### src/lng_pkg.sv
// Shared constants and types for the luma noise and gamma stage
package lng_pkg;

    localparam int ADDR_W     = 6;
    localparam int PT_NUM     = 7;
    localparam int GAMMA_REGS = 14;

    // Register offsets
    localparam logic [5:0] ADDR_NR_GAIN = 6'h23;
    localparam logic [5:0] ADDR_NR_THR  = 6'h24;
    localparam logic [5:0] ADDR_NR_MODE = 6'h25;
    localparam logic [5:0] ADDR_GAMMA_0 = 6'h26;
    localparam logic [5:0] ADDR_GAMMA_N = 6'h33;
    localparam logic [5:0] ADDR_BRIGHT  = 6'h34;
    localparam logic [5:0] ADDR_OCLK    = 6'h35;
    localparam logic [5:0] ADDR_GCTRL   = 6'h36;

    // Field positions
    localparam int BGAIN_LSB = 0;
    localparam int IGAIN_LSB = 4;
    localparam int THR_LSB   = 0;
    localparam int BWIDE_BIT = 6;
    localparam int BBIG_BIT  = 7;
    localparam int BAND_LSB  = 0;
    localparam int MODE_BIT  = 3;
    localparam int OFFS_LSB  = 4;
    localparam int CLKO_BIT  = 1;
    localparam int GEN_BIT   = 0;
    localparam int GSEL_BIT  = 1;

    // Values after reset
    localparam logic [7:0] NR_GAIN_RST = 8'h00;
    localparam logic [7:0] NR_THR_RST  = 8'h00;
    localparam logic [7:0] NR_MODE_RST = 8'h00;
    localparam logic [7:0] OCLK_RST    = 8'h78;
    localparam logic [7:0] GCTRL_RST   = 8'h00;
    localparam logic [GAMMA_REGS-1:0][7:0] GAMMA_RST = {
        8'he0, 8'hc0, 8'ha0, 8'h80, 8'h60, 8'h40, 8'h20,
        8'he0, 8'hc0, 8'ha0, 8'h80, 8'h60, 8'h40, 8'h20};

    // Fixed curve ends, gain and block arithmetic
    localparam logic [7:0] FIX_LO      = 8'h10;
    localparam logic [7:0] FIX_HI      = 8'hf0;
    localparam logic [3:0] GAIN_MAX    = 4'h8;
    localparam int         NR_SHIFT    = 3;
    localparam int         SH_SHIFT    = 4;
    localparam logic [3:0] MASK_SMALL  = 4'h7;
    localparam logic [3:0] MASK_BIG    = 4'hf;
    localparam logic [3:0] EDGE_NARROW = 4'h1;
    localparam logic [3:0] EDGE_WIDE   = 4'h2;
    localparam logic [2:0] DIV_TOP     = 3'h7;

    typedef struct packed {
        logic       valid;
        logic       active;
        logic       vsync_b;
        logic [7:0] luma;
        logic [7:0] chroma;
    } lng_pin_t;

    typedef enum logic [0:0] {
        BR_IDLE = 1'b0,
        BR_DIV  = 1'b1
    } lng_br_t;

endpackage

### src/lng_gamma.sv
// Two-curve gamma lookup with linear interpolation on luma
`timescale 1ns/100ps
module lng_gamma (
    input  wire logic                                i_mclk,
    input  wire logic                                i_rst_b,
    input  wire logic                                i_valid,
    input  wire logic [7:0]                          i_luma,
    input  wire logic                                i_enable,
    input  wire logic                                i_sel_curve,
    input  wire logic [lng_pkg::GAMMA_REGS-1:0][7:0] i_points,
    output wire logic                                o_valid,
    output wire logic [7:0]                          o_luma
);
    import lng_pkg::*;

    typedef struct packed {
        logic       valid;
        logic [7:0] luma;
    } lng_gst_t;

    lng_gst_t               st_ff;
    lng_gst_t               nxt_st;
    logic [PT_NUM-1:0][7:0] curve;
    logic [7:0]             pt_val;

    function automatic logic [7:0] interp(input logic [7:0] x,
                                          input logic [PT_NUM-1:0][7:0] p);
        logic [7:0]         ylo;
        logic [7:0]         yhi;
        logic [4:0]         fr;
        logic               half;
        logic signed [15:0] prod;
        logic signed [15:0] step;
        logic signed [9:0]  sum;
        ylo  = FIX_LO;
        yhi  = p[0];
        fr   = {1'b0, x[3:0]};
        half = 1'b1;
        if (x[7:5] == 3'h7) begin
            ylo = p[PT_NUM-1];
            yhi = FIX_HI;
        end else if (x[7:5] != 3'h0) begin
            ylo  = p[x[7:5] - 3'h1];
            yhi  = p[x[7:5]];
            fr   = x[4:0];
            half = 1'b0;
        end
        prod = ($signed({2'b00, yhi}) - $signed({2'b00, ylo}))
               * $signed({1'b0, fr});
        step = prod >>> (half ? 4 : 5);
        sum  = $signed({2'b00, ylo}) + step[9:0];
        if (x < FIX_LO || x >= FIX_HI) begin
            return x;
        end
        return sum[7:0];
    endfunction

    // Exactly one curve feeds the interpolator
    assign curve  = i_sel_curve ? i_points[GAMMA_REGS-1:PT_NUM]
                            : i_points[PT_NUM-1:0];
    assign pt_val = curve[i_luma[7:5] - 3'h1];

    always_comb begin
        nxt_st.valid = i_valid;
        nxt_st.luma  = i_luma;
        if (i_valid && i_enable) begin
            nxt_st.luma = interp(i_luma, curve);
        end
    end

    always_ff @(posedge i_mclk or negedge i_rst_b) begin
        if (!i_rst_b) begin
            st_ff <= '0;
        end else begin
            st_ff <= nxt_st;
        end
    end

    assign o_valid = st_ff.valid;
    assign o_luma  = st_ff.luma;
endmodule

### src/lng_top.sv
// Luma noise reduction, gamma correction and brightness monitor stage
//
// What this block does
// - Noise mode subtracts gained sub-threshold band part
// - Sharpen mode adds half-range gain above threshold
// - Band select picks filter feeding noise processing
// - Mode bit: zero removes noise, one sharpens
// - Block offset shifts grid by 0-15 pixels
// - Gamma touches luma only, chroma passes
// - Two curves held, exactly one applied
// - Seven programmable points, linear interpolation between
// - Points 0, 16, 240, 255 are fixed
// - Fourteen point registers at 26H through 33H
// - Read-only brightness at 34H, active video only
// - Brightness updates on each vertical sync fall with no division running
// - Clock output enable bit gates clock pin
// - Enable works only with PLL on, oversampling on
// - Six-bit threshold separates noise from detail
// - Border width bit: four or two pixels
// - Block size bit: 16x16 or 8x8 blocks
// - Border gain uses same ranges and behaviour
`timescale 1ns/100ps
module lng_top #(
    parameter int SUM_W = 28,
    parameter int CNT_W = 20
) (
    input  wire logic                       i_mclk,
    input  wire logic                       i_rst_b,
    input  wire logic                       i_pix_valid,
    input  wire logic                       i_active,
    input  wire logic                       i_vsync_b,
    input  wire logic [7:0]                 i_luma,
    input  wire logic [7:0]                 i_chroma,
    input  wire logic [lng_pkg::ADDR_W-1:0] i_reg_addr,
    input  wire logic [7:0]                 i_reg_wdata,
    input  wire logic                       i_reg_wr,
    input  wire logic                       i_pll_control_bit,
    input  wire logic                       i_oversampling_control_bit,
    output wire logic                       o_valid,
    output wire logic [7:0]                 o_luma,
    output wire logic [7:0]                 o_chroma,
    output wire logic [7:0]                 o_reg_rdata,
    output wire logic                       o_clock_out_enable
);
    import lng_pkg::*;

    if (SUM_W < CNT_W + 8 || CNT_W < 1) begin : g_chk
        $error("lng_top: SUM_W must be at least CNT_W + 8");
    end

    typedef struct packed {
        lng_pin_t                   syn1;
        lng_pin_t                   syn2;
        logic                       act_d;
        logic                       vs_d;
        logic [7:0]                 p1;
        logic [7:0]                 p2;
        logic [3:0]                 hpos;
        logic [3:0]                 vpos;
        logic [7:0]                 gain;
        logic [7:0]                 thr;
        logic [7:0]                 mode;
        logic [7:0]                 output_clock_control;
        logic [7:0]                 gctrl;
        logic [GAMMA_REGS-1:0][7:0] gpts;
        logic                       dv;
        logic [7:0]                 dy;
        logic [7:0]                 dc;
        logic [7:0]                 oc;
        logic [7:0]                 rdata;
        logic                       clk_en;
        lng_br_t                    bst;
        logic [SUM_W-1:0]           sum;
        logic [SUM_W-1:0]           rem;
        logic [CNT_W-1:0]           cnt;
        logic [CNT_W-1:0]           dcnt;
        logic [2:0]                 step;
        logic [7:0]                 quo;
        logic [7:0]                 bright;
    } lng_st_t;

    localparam lng_st_t ST_RST = '{
        gain:    NR_GAIN_RST,
        thr:     NR_THR_RST,
        mode:    NR_MODE_RST,
        output_clock_control:     OCLK_RST,
        gctrl:   GCTRL_RST,
        gpts:    GAMMA_RST,
        bst:     BR_IDLE,
        default: '0
    };

    lng_st_t           st_ff;
    lng_st_t           nxt_st;
    logic              pix;
    logic              vs_fall;
    logic              border;
    logic signed [9:0] hf;
    logic [9:0]        mag;
    logic [9:0]        thr_ext;
    logic [3:0]        graw;
    logic [3:0]        gsel;
    logic [SUM_W-1:0]  trial;

    ////////////////////////////////////////////////////////////////////////
    // Band split: luma minus one of eight low-pass estimates
    function automatic logic signed [9:0] band(input logic [2:0] s,
                                               input logic [7:0] y,
                                               input logic [7:0] a,
                                               input logic [7:0] b);
        logic [9:0] lp;
        lp = {2'b00, y};
        unique case (s)
            3'h0: lp = {2'b00, a};
            3'h1: lp = {2'b00, b};
            3'h2: lp = ({2'b00, a} + {2'b00, b}) >> 1;
            3'h3: lp = ({2'b00, y} + {2'b00, b}) >> 1;
            3'h4: lp = ({2'b00, y} + {1'b0, a, 1'b0} + {2'b00, b}) >> 2;
            3'h5: lp = ({2'b00, a} + {1'b0, b, 1'b0} + {2'b00, b}) >> 2;
            3'h6: lp = ({2'b00, y} + {2'b00, a}) >> 1;
            3'h7: lp = ({1'b0, a, 1'b0} + {2'b00, y} + {2'b00, y}) >> 2;
        endcase
        return $signed({2'b00, y}) - $signed(lp);
    endfunction

    // True when a position lies in the transition band of a block edge
    function automatic logic edge_hit(input logic [3:0] pos,
                                      input logic       big,
                                      input logic       wide);
        logic [3:0] m;
        logic [3:0] w;
        logic [3:0] q;
        m = big ? MASK_BIG : MASK_SMALL;
        w = wide ? EDGE_WIDE : EDGE_NARROW;
        q = pos & m;
        return (q < w) || (q > m - w);
    endfunction

    function automatic logic is_gamma(input logic [ADDR_W-1:0] a);
        return a >= ADDR_GAMMA_0 && a <= ADDR_GAMMA_N;
    endfunction

    function automatic logic [3:0] gidx(input logic [ADDR_W-1:0] a);
        logic [ADDR_W-1:0] d;
        d = a - ADDR_GAMMA_0;
        return d[3:0];
    endfunction

    ////////////////////////////////////////////////////////////////////////
    assign pix     = st_ff.syn2.valid && st_ff.syn2.active;
    assign vs_fall = st_ff.vs_d && !st_ff.syn2.vsync_b;
    assign hf      = band(st_ff.mode[BAND_LSB +: 3], st_ff.syn2.luma,
                          st_ff.p1, st_ff.p2);
    assign mag     = hf[9] ? 10'(-hf) : 10'(hf);
    assign thr_ext = {4'h0, st_ff.thr[THR_LSB +: 6]};
    assign border  = edge_hit(st_ff.hpos, st_ff.thr[BBIG_BIT],
                              st_ff.thr[BWIDE_BIT])
                  || edge_hit(st_ff.vpos, st_ff.thr[BBIG_BIT],
                              st_ff.thr[BWIDE_BIT]);
    assign graw    = border ? st_ff.gain[BGAIN_LSB +: 4]
                            : st_ff.gain[IGAIN_LSB +: 4];
    assign gsel    = (graw > GAIN_MAX) ? GAIN_MAX : graw;
    assign trial   = SUM_W'(st_ff.dcnt) << st_ff.step;

    always_comb begin
        logic signed [15:0] prod;
        logic signed [15:0] corr;
        logic signed [10:0] res;
        prod = hf * $signed({1'b0, gsel});
        corr = prod >>> (st_ff.mode[MODE_BIT] ? SH_SHIFT : NR_SHIFT);
        res  = $signed({3'h0, st_ff.syn2.luma});
        nxt_st = st_ff;

        // Pins pass two flops before use
        nxt_st.syn1  = '{i_pix_valid, i_active, i_vsync_b, i_luma, i_chroma};
        nxt_st.syn2  = st_ff.syn1;
        nxt_st.act_d = st_ff.syn2.active;
        nxt_st.vs_d  = st_ff.syn2.vsync_b;

        // Block grid position
        if (!st_ff.syn2.active) begin
            nxt_st.hpos = st_ff.mode[OFFS_LSB +: 4];
        end else if (st_ff.syn2.valid) begin
            nxt_st.hpos = st_ff.hpos + 4'h1;
        end
        if (vs_fall) begin
            nxt_st.vpos = 4'h0;
        end else if (st_ff.act_d && !st_ff.syn2.active) begin
            nxt_st.vpos = st_ff.vpos + 4'h1;
        end

        // Noise reduction stage
        if (st_ff.syn2.valid) begin
            nxt_st.p1 = st_ff.syn2.luma;
            nxt_st.p2 = st_ff.p1;
        end
        if (pix) begin
            if (!st_ff.mode[MODE_BIT]) begin
                if (mag < thr_ext) begin
                    res = res - corr[10:0];
                end
            end else if (mag > thr_ext) begin
                res = res + corr[10:0];
            end
        end
        nxt_st.dv = st_ff.syn2.valid;
        nxt_st.dc = st_ff.syn2.chroma;
        nxt_st.oc = st_ff.dc;
        if (res[10]) begin
            nxt_st.dy = 8'h00;
        end else if (res[9:8] != 2'b00) begin
            nxt_st.dy = 8'hff;
        end else begin
            nxt_st.dy = res[7:0];
        end

        // Register writes; brightness is read-only
        if (i_reg_wr) begin
            if (is_gamma(i_reg_addr)) begin
                nxt_st.gpts[gidx(i_reg_addr)] = i_reg_wdata;
            end
            case (i_reg_addr)
                ADDR_NR_GAIN: nxt_st.gain  = i_reg_wdata;
                ADDR_NR_THR:  nxt_st.thr   = i_reg_wdata;
                ADDR_NR_MODE: nxt_st.mode  = i_reg_wdata;
                ADDR_OCLK:    nxt_st.output_clock_control   = i_reg_wdata;
                ADDR_GCTRL:   nxt_st.gctrl = i_reg_wdata;
                default:      ;
            endcase
        end
        nxt_st.rdata = 8'h00;
        if (is_gamma(i_reg_addr)) begin
            nxt_st.rdata = st_ff.gpts[gidx(i_reg_addr)];
        end
        case (i_reg_addr)
            ADDR_NR_GAIN: nxt_st.rdata = st_ff.gain;
            ADDR_NR_THR:  nxt_st.rdata = st_ff.thr;
            ADDR_NR_MODE: nxt_st.rdata = st_ff.mode;
            ADDR_BRIGHT:  nxt_st.rdata = st_ff.bright;
            ADDR_OCLK:    nxt_st.rdata = st_ff.output_clock_control;
            ADDR_GCTRL:   nxt_st.rdata = st_ff.gctrl;
            default:      ;
        endcase

        // Clock pin enable needs PLL on and oversampling on
        nxt_st.clk_en = st_ff.output_clock_control[CLKO_BIT] && !i_pll_control_bit
                     && i_oversampling_control_bit;

        // Brightness: sum active luma, divide once per field
        if (pix) begin
            nxt_st.sum = st_ff.sum + {{(SUM_W-8){1'b0}}, st_ff.syn2.luma};
            nxt_st.cnt = st_ff.cnt + CNT_W'(1);
        end
        unique case (st_ff.bst)
            BR_IDLE: begin
                if (vs_fall) begin
                    nxt_st.rem  = st_ff.sum;
                    nxt_st.dcnt = st_ff.cnt;
                    nxt_st.step = DIV_TOP;
                    nxt_st.quo  = 8'h00;
                    nxt_st.sum  = '0;
                    nxt_st.cnt  = '0;
                    nxt_st.bst  = BR_DIV;
                end
            end
            BR_DIV: begin
                if (st_ff.rem >= trial) begin
                    nxt_st.rem = st_ff.rem - trial;
                    nxt_st.quo[st_ff.step] = 1'b1;
                end
                if (st_ff.step == 3'h0) begin
                    nxt_st.bright = (st_ff.dcnt == '0) ? 8'h00
                                                       : nxt_st.quo;
                    nxt_st.bst    = BR_IDLE;
                end else begin
                    nxt_st.step = st_ff.step - 3'h1;
                end
            end
        endcase
    end

    always_ff @(posedge i_mclk or negedge i_rst_b) begin
        if (!i_rst_b) begin
            st_ff <= ST_RST;
        end else begin
            st_ff <= nxt_st;
        end
    end

    ////////////////////////////////////////////////////////////////////////
    lng_gamma u_gamma (
        .i_mclk   (i_mclk),
        .i_rst_b  (i_rst_b),
        .i_valid  (st_ff.dv),
        .i_luma   (st_ff.dy),
        .i_enable (st_ff.gctrl[GEN_BIT]),
        .i_sel_curve (st_ff.gctrl[GSEL_BIT]),
        .i_points (st_ff.gpts),
        .o_valid  (o_valid),
        .o_luma   (o_luma)
    );

    assign o_chroma           = st_ff.oc;
    assign o_reg_rdata        = st_ff.rdata;
    assign o_clock_out_enable = st_ff.clk_en;
endmodule

### config.mk
export PLATFORM = sky130hd
export DESIGN_NAME = lng_top
export DESIGN_NICKNAME = d
export VERILOG_FILES = /design/src/lng_pkg.sv /design/src/lng_gamma.sv /design/src/lng_top.sv
export SDC_FILE = /design/constraint.sdc
export NUM_CORES = 1
export LEC_CHECK = 0
export BUFFER_PORTS_ARGS = -buffer_cell sky130_fd_sc_hd__buf_2
export CAP_MARGIN = 0
export CORE_MARGIN = 4
export CORE_UTILIZATION = 35
export DETAILED_ROUTE_END_ITERATION = 6
export GPL_ROUTABILITY_DRIVEN = 0
export SLEW_MARGIN = 20
export SYNTH_ARGS = -nofsm -noshare
export SYNTH_HDL_FRONTEND = slang
export SYNTH_SLANG_ARGS = --single-unit
export TNS_END_PERCENT = 1
### constraint.sdc
create_clock -name i_mclk -period 8.2 [get_ports i_mclk]
set_input_delay 0.82 -clock i_mclk [delete_from_list [all_inputs] [get_ports i_mclk]]
set_output_delay 0.82 -clock i_mclk [all_outputs]
set_load 0.1 [all_outputs]
## Word-level counts from Yosys, hierarchy flattened

Cells that the tools add are included.

| storage, ports and cells | value |
|---|---|
| logic and storage cells | 213 |
| input port bits | 38 |
| output and inout bits | 26 |
| bits in registers | 375 |

| cells by class | value |
|---|---|
| reduce and logical (&&, ||, !) cells | 32 |
| multiply operators | 2 |
| shift operators | 3 |
| mux-type cells | 62 |
| magnitude comparators | 18 |
| $add $sub $neg | 23 |
| bitwise gates (word level) | 4 |
| eq/ne operators | 18 |

Operator list:

| kind | count |
|---|---|
| $mux W8 | 18 |
| $bwmux W112 | 1 |
| $mux W108 | 1 |
| $mux W28 | 3 |
| $pmux W10 S8 | 1 |
| $mux W56 | 1 |
| $pmux W28 S2 | 1 |
| $bmux W8 S3 | 2 |
| $pmux W8 S6 | 1 |
| $mux W11 | 4 |
| $mux W40 | 1 |
| $eq A6 B6 Y1 const B | 6 |
| $bmux W8 S4 | 1 |
| $demux W8 S4 | 1 |
| $sshr A16 B32 Y8 | 1 |
| $add A10 B8 Y10 | 3 |
| $add A28 B8 Y28 | 1 |
| $ge A28 B28 Y1 | 1 |
| $mux W4 | 7 |
| $shl A20 B3 Y28 | 1 |
| $sub A28 B28 Y28 | 1 |
| $add A8 B8 Y9 | 3 |
| $pmux W11 S2 | 1 |
| $add A20 B1 Y20 const B | 1 |
| other kinds (53) | 100 |

## Longest topological paths before layout

| depth | value |
|---|---|
| depth in word-level cells | 17 |
| mapped depth | 45 |
| depth with buffers taken out | 44 |

## Cells and area by module

Synthesis repeated with hierarchy kept, for this count alone.

| unflattened totals | value |
|---|---|
| cell total of the unflattened synthesis | 2,839 |
| area, all modules | 27,735.4 um^2 |

By module, submodules not included:

| module | cells each | area an instance (um^2) | instances |
|---|---|---|---|
| lng_top | 2,299 | 23,234.8 | 1 |
| lng_gamma | 540 | 4,500.6 | 1 |

## Worst setup path after synthesis

Ideal clock, no wire load.

| path | value |
|---|---|
| path type | register to register |
| start point | register st_ff[146] in the netlist's numbering |
| end point | register u_gamma.st_ff (netlist bit u_gamma.o_luma[7]) |
| data arrival time | 8.828 ns |
| library setup time | 0.129 ns |
| slack | -0.757 ns |
| required time | 8.071 ns |
| clock period less this slack | 8.957 ns |
| cell stages (with the launch flop) | 42 |
| path through | dfrtp_1 buf_2 clkbuf_1 inv_1 clkbuf_1 ha_1 clkbuf_1 clkbuf_1 mux4_2 nand2_1 a21oi_1 a21oi_1 o22ai_1 ha_1 fa_1 nor2b_1 o21ai_0 a21boi_0 [6 not listed] fa_1 fa_1 ha_1 o21ai_0 nand2b_1 a21o_1 a21o_1 a31oi_1 xor2_1 o21ai_0 ha_1 nand2_1 o21ai_0 xnor2_2 xnor3_1 xor2_1 nand2_1 a31oi_1 |

RTL lines:

| what | line | source |
|---|---|---|
| from (decl) | lng_top.sv:93 | `lng_st_t st_ff;` |
| from (signal assigned) | lng_top.sv:286 | `st_ff <= nxt_st;` |
| to (signal assigned) | lng_gamma.sv:75 | `st_ff <= nxt_st;` |
| to (decl) | lng_gamma.sv:21 | `lng_gst_t st_ff;` |

==> flow_metrics.py <==
metrics = {
    "outcome": {
        "status": "finished with violations",
        "violations": "negative setup slack",
    },
    "synthesis": {
        "synth_cell_types": 88,
        "syn-num-nets": 3051,
        "synthCells": 2767,
        "synth_seq_area_share_pct": 34.5,
        "synth_edf_count": 0,
        "synthesis.area_mm2": 0.0273,
        "synth-seq-cells": 375,
        "async_flop_share_pct": 100,
        "syn_area_per_cell_um2": 9.88,
        "yosysWarnings": 0,
        "synth-main-ff-cell": "dfrtp_1",
    },
    "route": {
        "ant_nets": 0,
        "wirelength_mm": 75.5,
        "first_iter_violations": 1582,
        "vias_per_cell": 5.29,
        "vias": 21400,
        "drt_first_pass_iters": 5,
        "drcViolationCount": 0,
        "wl_per_cell_um": 18.7,
    },
    "sta": {
        "holdWs_ps": 218,
        "max_freq_mhz": 122,
        "rsz0062_at_grt": "true",
        "finalCritPeriodShare_pct": 100,
        "finalSetupViolCount": 2,
        "fin_ws_ps": -12.7,
        "hold_viol": 0,
        "clock_skew_ps": 49.4,
        "finalMaxSlewViolations": 0,
        "max_slew_margin_pct": 23.7,
        "worstMarginPinSlew_ps": 1140,
        "setup_tns_ps": -18.4,
        "min_period_ps": 8210,
    },
    "min_path": {
        "worstHoldPathType": "in -> async",
    },
    "final_layout": {
        "area_growth_pct": 18.4,
        "final_nets": 3249,
        "fin_util_pct": 41.8,
        "fillers": 7502,
        "drive_above_1_share_pct": 26.3,
    },
    "job": {
        "drv_cap": 0,
    },
    "critical_path": {
        "crit_family": "adder cells",
        "critical_path_required_ps": 8630,
        "worst-setup-path-type": "reg -> reg",
        "cp-end-kind": "register",
        "cp.arrival_ps": 8640,
        "worstSetupStartpointType": "register",
        "crit_slowest_cell": "or4_4",
        "path_buf_inv": 8,
        "max_stage_delay_ps": 520,
        "crit_fanout": 8,
    },
    "floorplanning": {
        "num_rows": 102,
        "start_util_pct": 35.3,
        "core_mm2": 0.0775,
        "die_w_um": 287,
        "dieArea_mm2": 0.0826,
        "fp.dieH_um": 287,
        "boundaryPins": 64,
    },
    "global_routing": {
        "grt_first_pass_wirelength_mm": 120,
        "grt_pass1_vias": 21100,
        "grt_use_total_pct": 18.0,
        "grt_overflow": 0,
        "antenna_found_initial": 0,
        "grt_max_degree": 160,
    },
    "clock_tree": {
        "clk_path_buf_depth": 3,
        "cts_hold_buf": 0,
        "cts-buffers-inserted": 48,
        "path_clk_slew_ps": 60,
        "clk_latency_ps": 610,
        "cts_root_buffer": "clkbuf_16",
        "cts-htree-levels": 2,
        "cts_tree": "done",
        "clock-sinks": 375,
    },
    "placed_design": {
        "place_hpwl_mm": 54.1,
        "dpl_worst_slack_ps": -368,
        "port_buffers": 63,
    },
}
synthesized netlist by cell type, types with 64 or more instances:
library cell | instances | share of area [%]
a21oi_1 | 185 | 3.4
clkbuf_1 | 82 | 1.1
dfrtp_1 | 347 | 32
fa_1 | 64 | 4.7
ha_1 | 182 | 8.3
inv_1 | 147 | 2.0
mux2_2 | 194 | 8.0
mux2i_1 | 64 | 2.3
mux4_2 | 73 | 6.0
nand2_1 | 314 | 4.3
nor2_1 | 209 | 2.9
o21ai_0 | 108 | 2.0
xnor2_1 | 86 | 2.8
xor2_1 | 67 | 2.1
path summary, 6_finish.rpt:
kind	start	endpoint	slack (ps)	depth (start not counted)
setup / recovery	st_ff[319]$_DFFE_PN0P_	st_ff[144]$_DFF_PN0_	-10	39
hold / removal	i_rst_b	o_chroma[6]$_DFF_PN0_	220	1
setup reg to reg	st_ff[319]$_DFFE_PN0P_	st_ff[144]$_DFF_PN0_	-10	39
hold reg to reg	nxt_st[336]$_DFF_PN0_	st_ff[336]$_DFF_PN0_	330	0
max in group asynchronous	i_rst_b	st_ff[146]$_DFF_PN0_	6520	2
min in group i_mclk	i_chroma[4]	nxt_st[332]$_DFF_PN0_	320	1
routing by layer:
metal | track usage, % | vias to the layer above | wire, um
met5 | 0 | - | 0
met4 | 5.33 | 0 | 2300
met3 | 2.25 | 126 | 3820
met2 | 28.7 | 560 | 34500
met1 | 25.8 | 10500 | 34900
li1 | - | 10200 | -
area by class of cell:
cell class                 count  area [um^2]  share of cell area [%]
clock buffer                  54         1240                    3.84
sequential                   375         9430                    29.1
tap                         1040         1300                    4.02
timing repair buffer         288         2090                    6.45
multi-input combinational   2104        17300                    53.6
antenna                        1         2.50                 0.00774
inverter                     148          556                    1.72
clock inverter                33          404                    1.25
cell usage in the layout (no fill, tap or decap), types with 62 or more instances in the layout:
cell	count
ha_1	170
mux2i_1	64
xnor2_1	79
buf_4	216
nand2_1	312
nor2_1	205
buf_2	62
dfrtp_1	342
mux4_2	73
inv_1	142
a21oi_1	171
o21ai_0	91
mux2_2	193
fa_1	62
registers in the layout (all words and copies together) (netlist names):
register and count:
st_ff 311, o_clock_out_enable 1, u_gamma.o_luma 8, nxt_st 38
o_chroma 8, o_reg_rdata 8, u_gamma.o_valid 1
cells by family after synthesis:
group                    count (synthesis)  synth area share, %
adder cells (fa/ha/maj)                246                 13.0
AO/OA/AOI/OAI                          562                 13.1
buffers and inverters                  288                 4.25
AND/OR/NAND/NOR                        806                 13.5
multiplexers                           334                 16.5
flip-flops                             375                 34.5
XOR/XNOR                               156                 5.13
what timing repair did:
action	in CTS	in global routing
gates cloned	0	0
gates resized for setup	47	73
pin swaps	35	47
buffers inserted	6	15
endpoints found under the setup margin	9	10
through the flow:
step | std cells | cell area, um^2
after detailed placement | 3934 | 30000
final | 4043 | 32300
after global placement | 3934 | 30000
after floorplan | 2767 | 27400
after global routing | 4042 | 32300
after CTS | 4027 | 31900
Power is left out: the tool's default activity adds up to more than one toggle a clock period on the data nets, which glitch-free logic cannot reach.
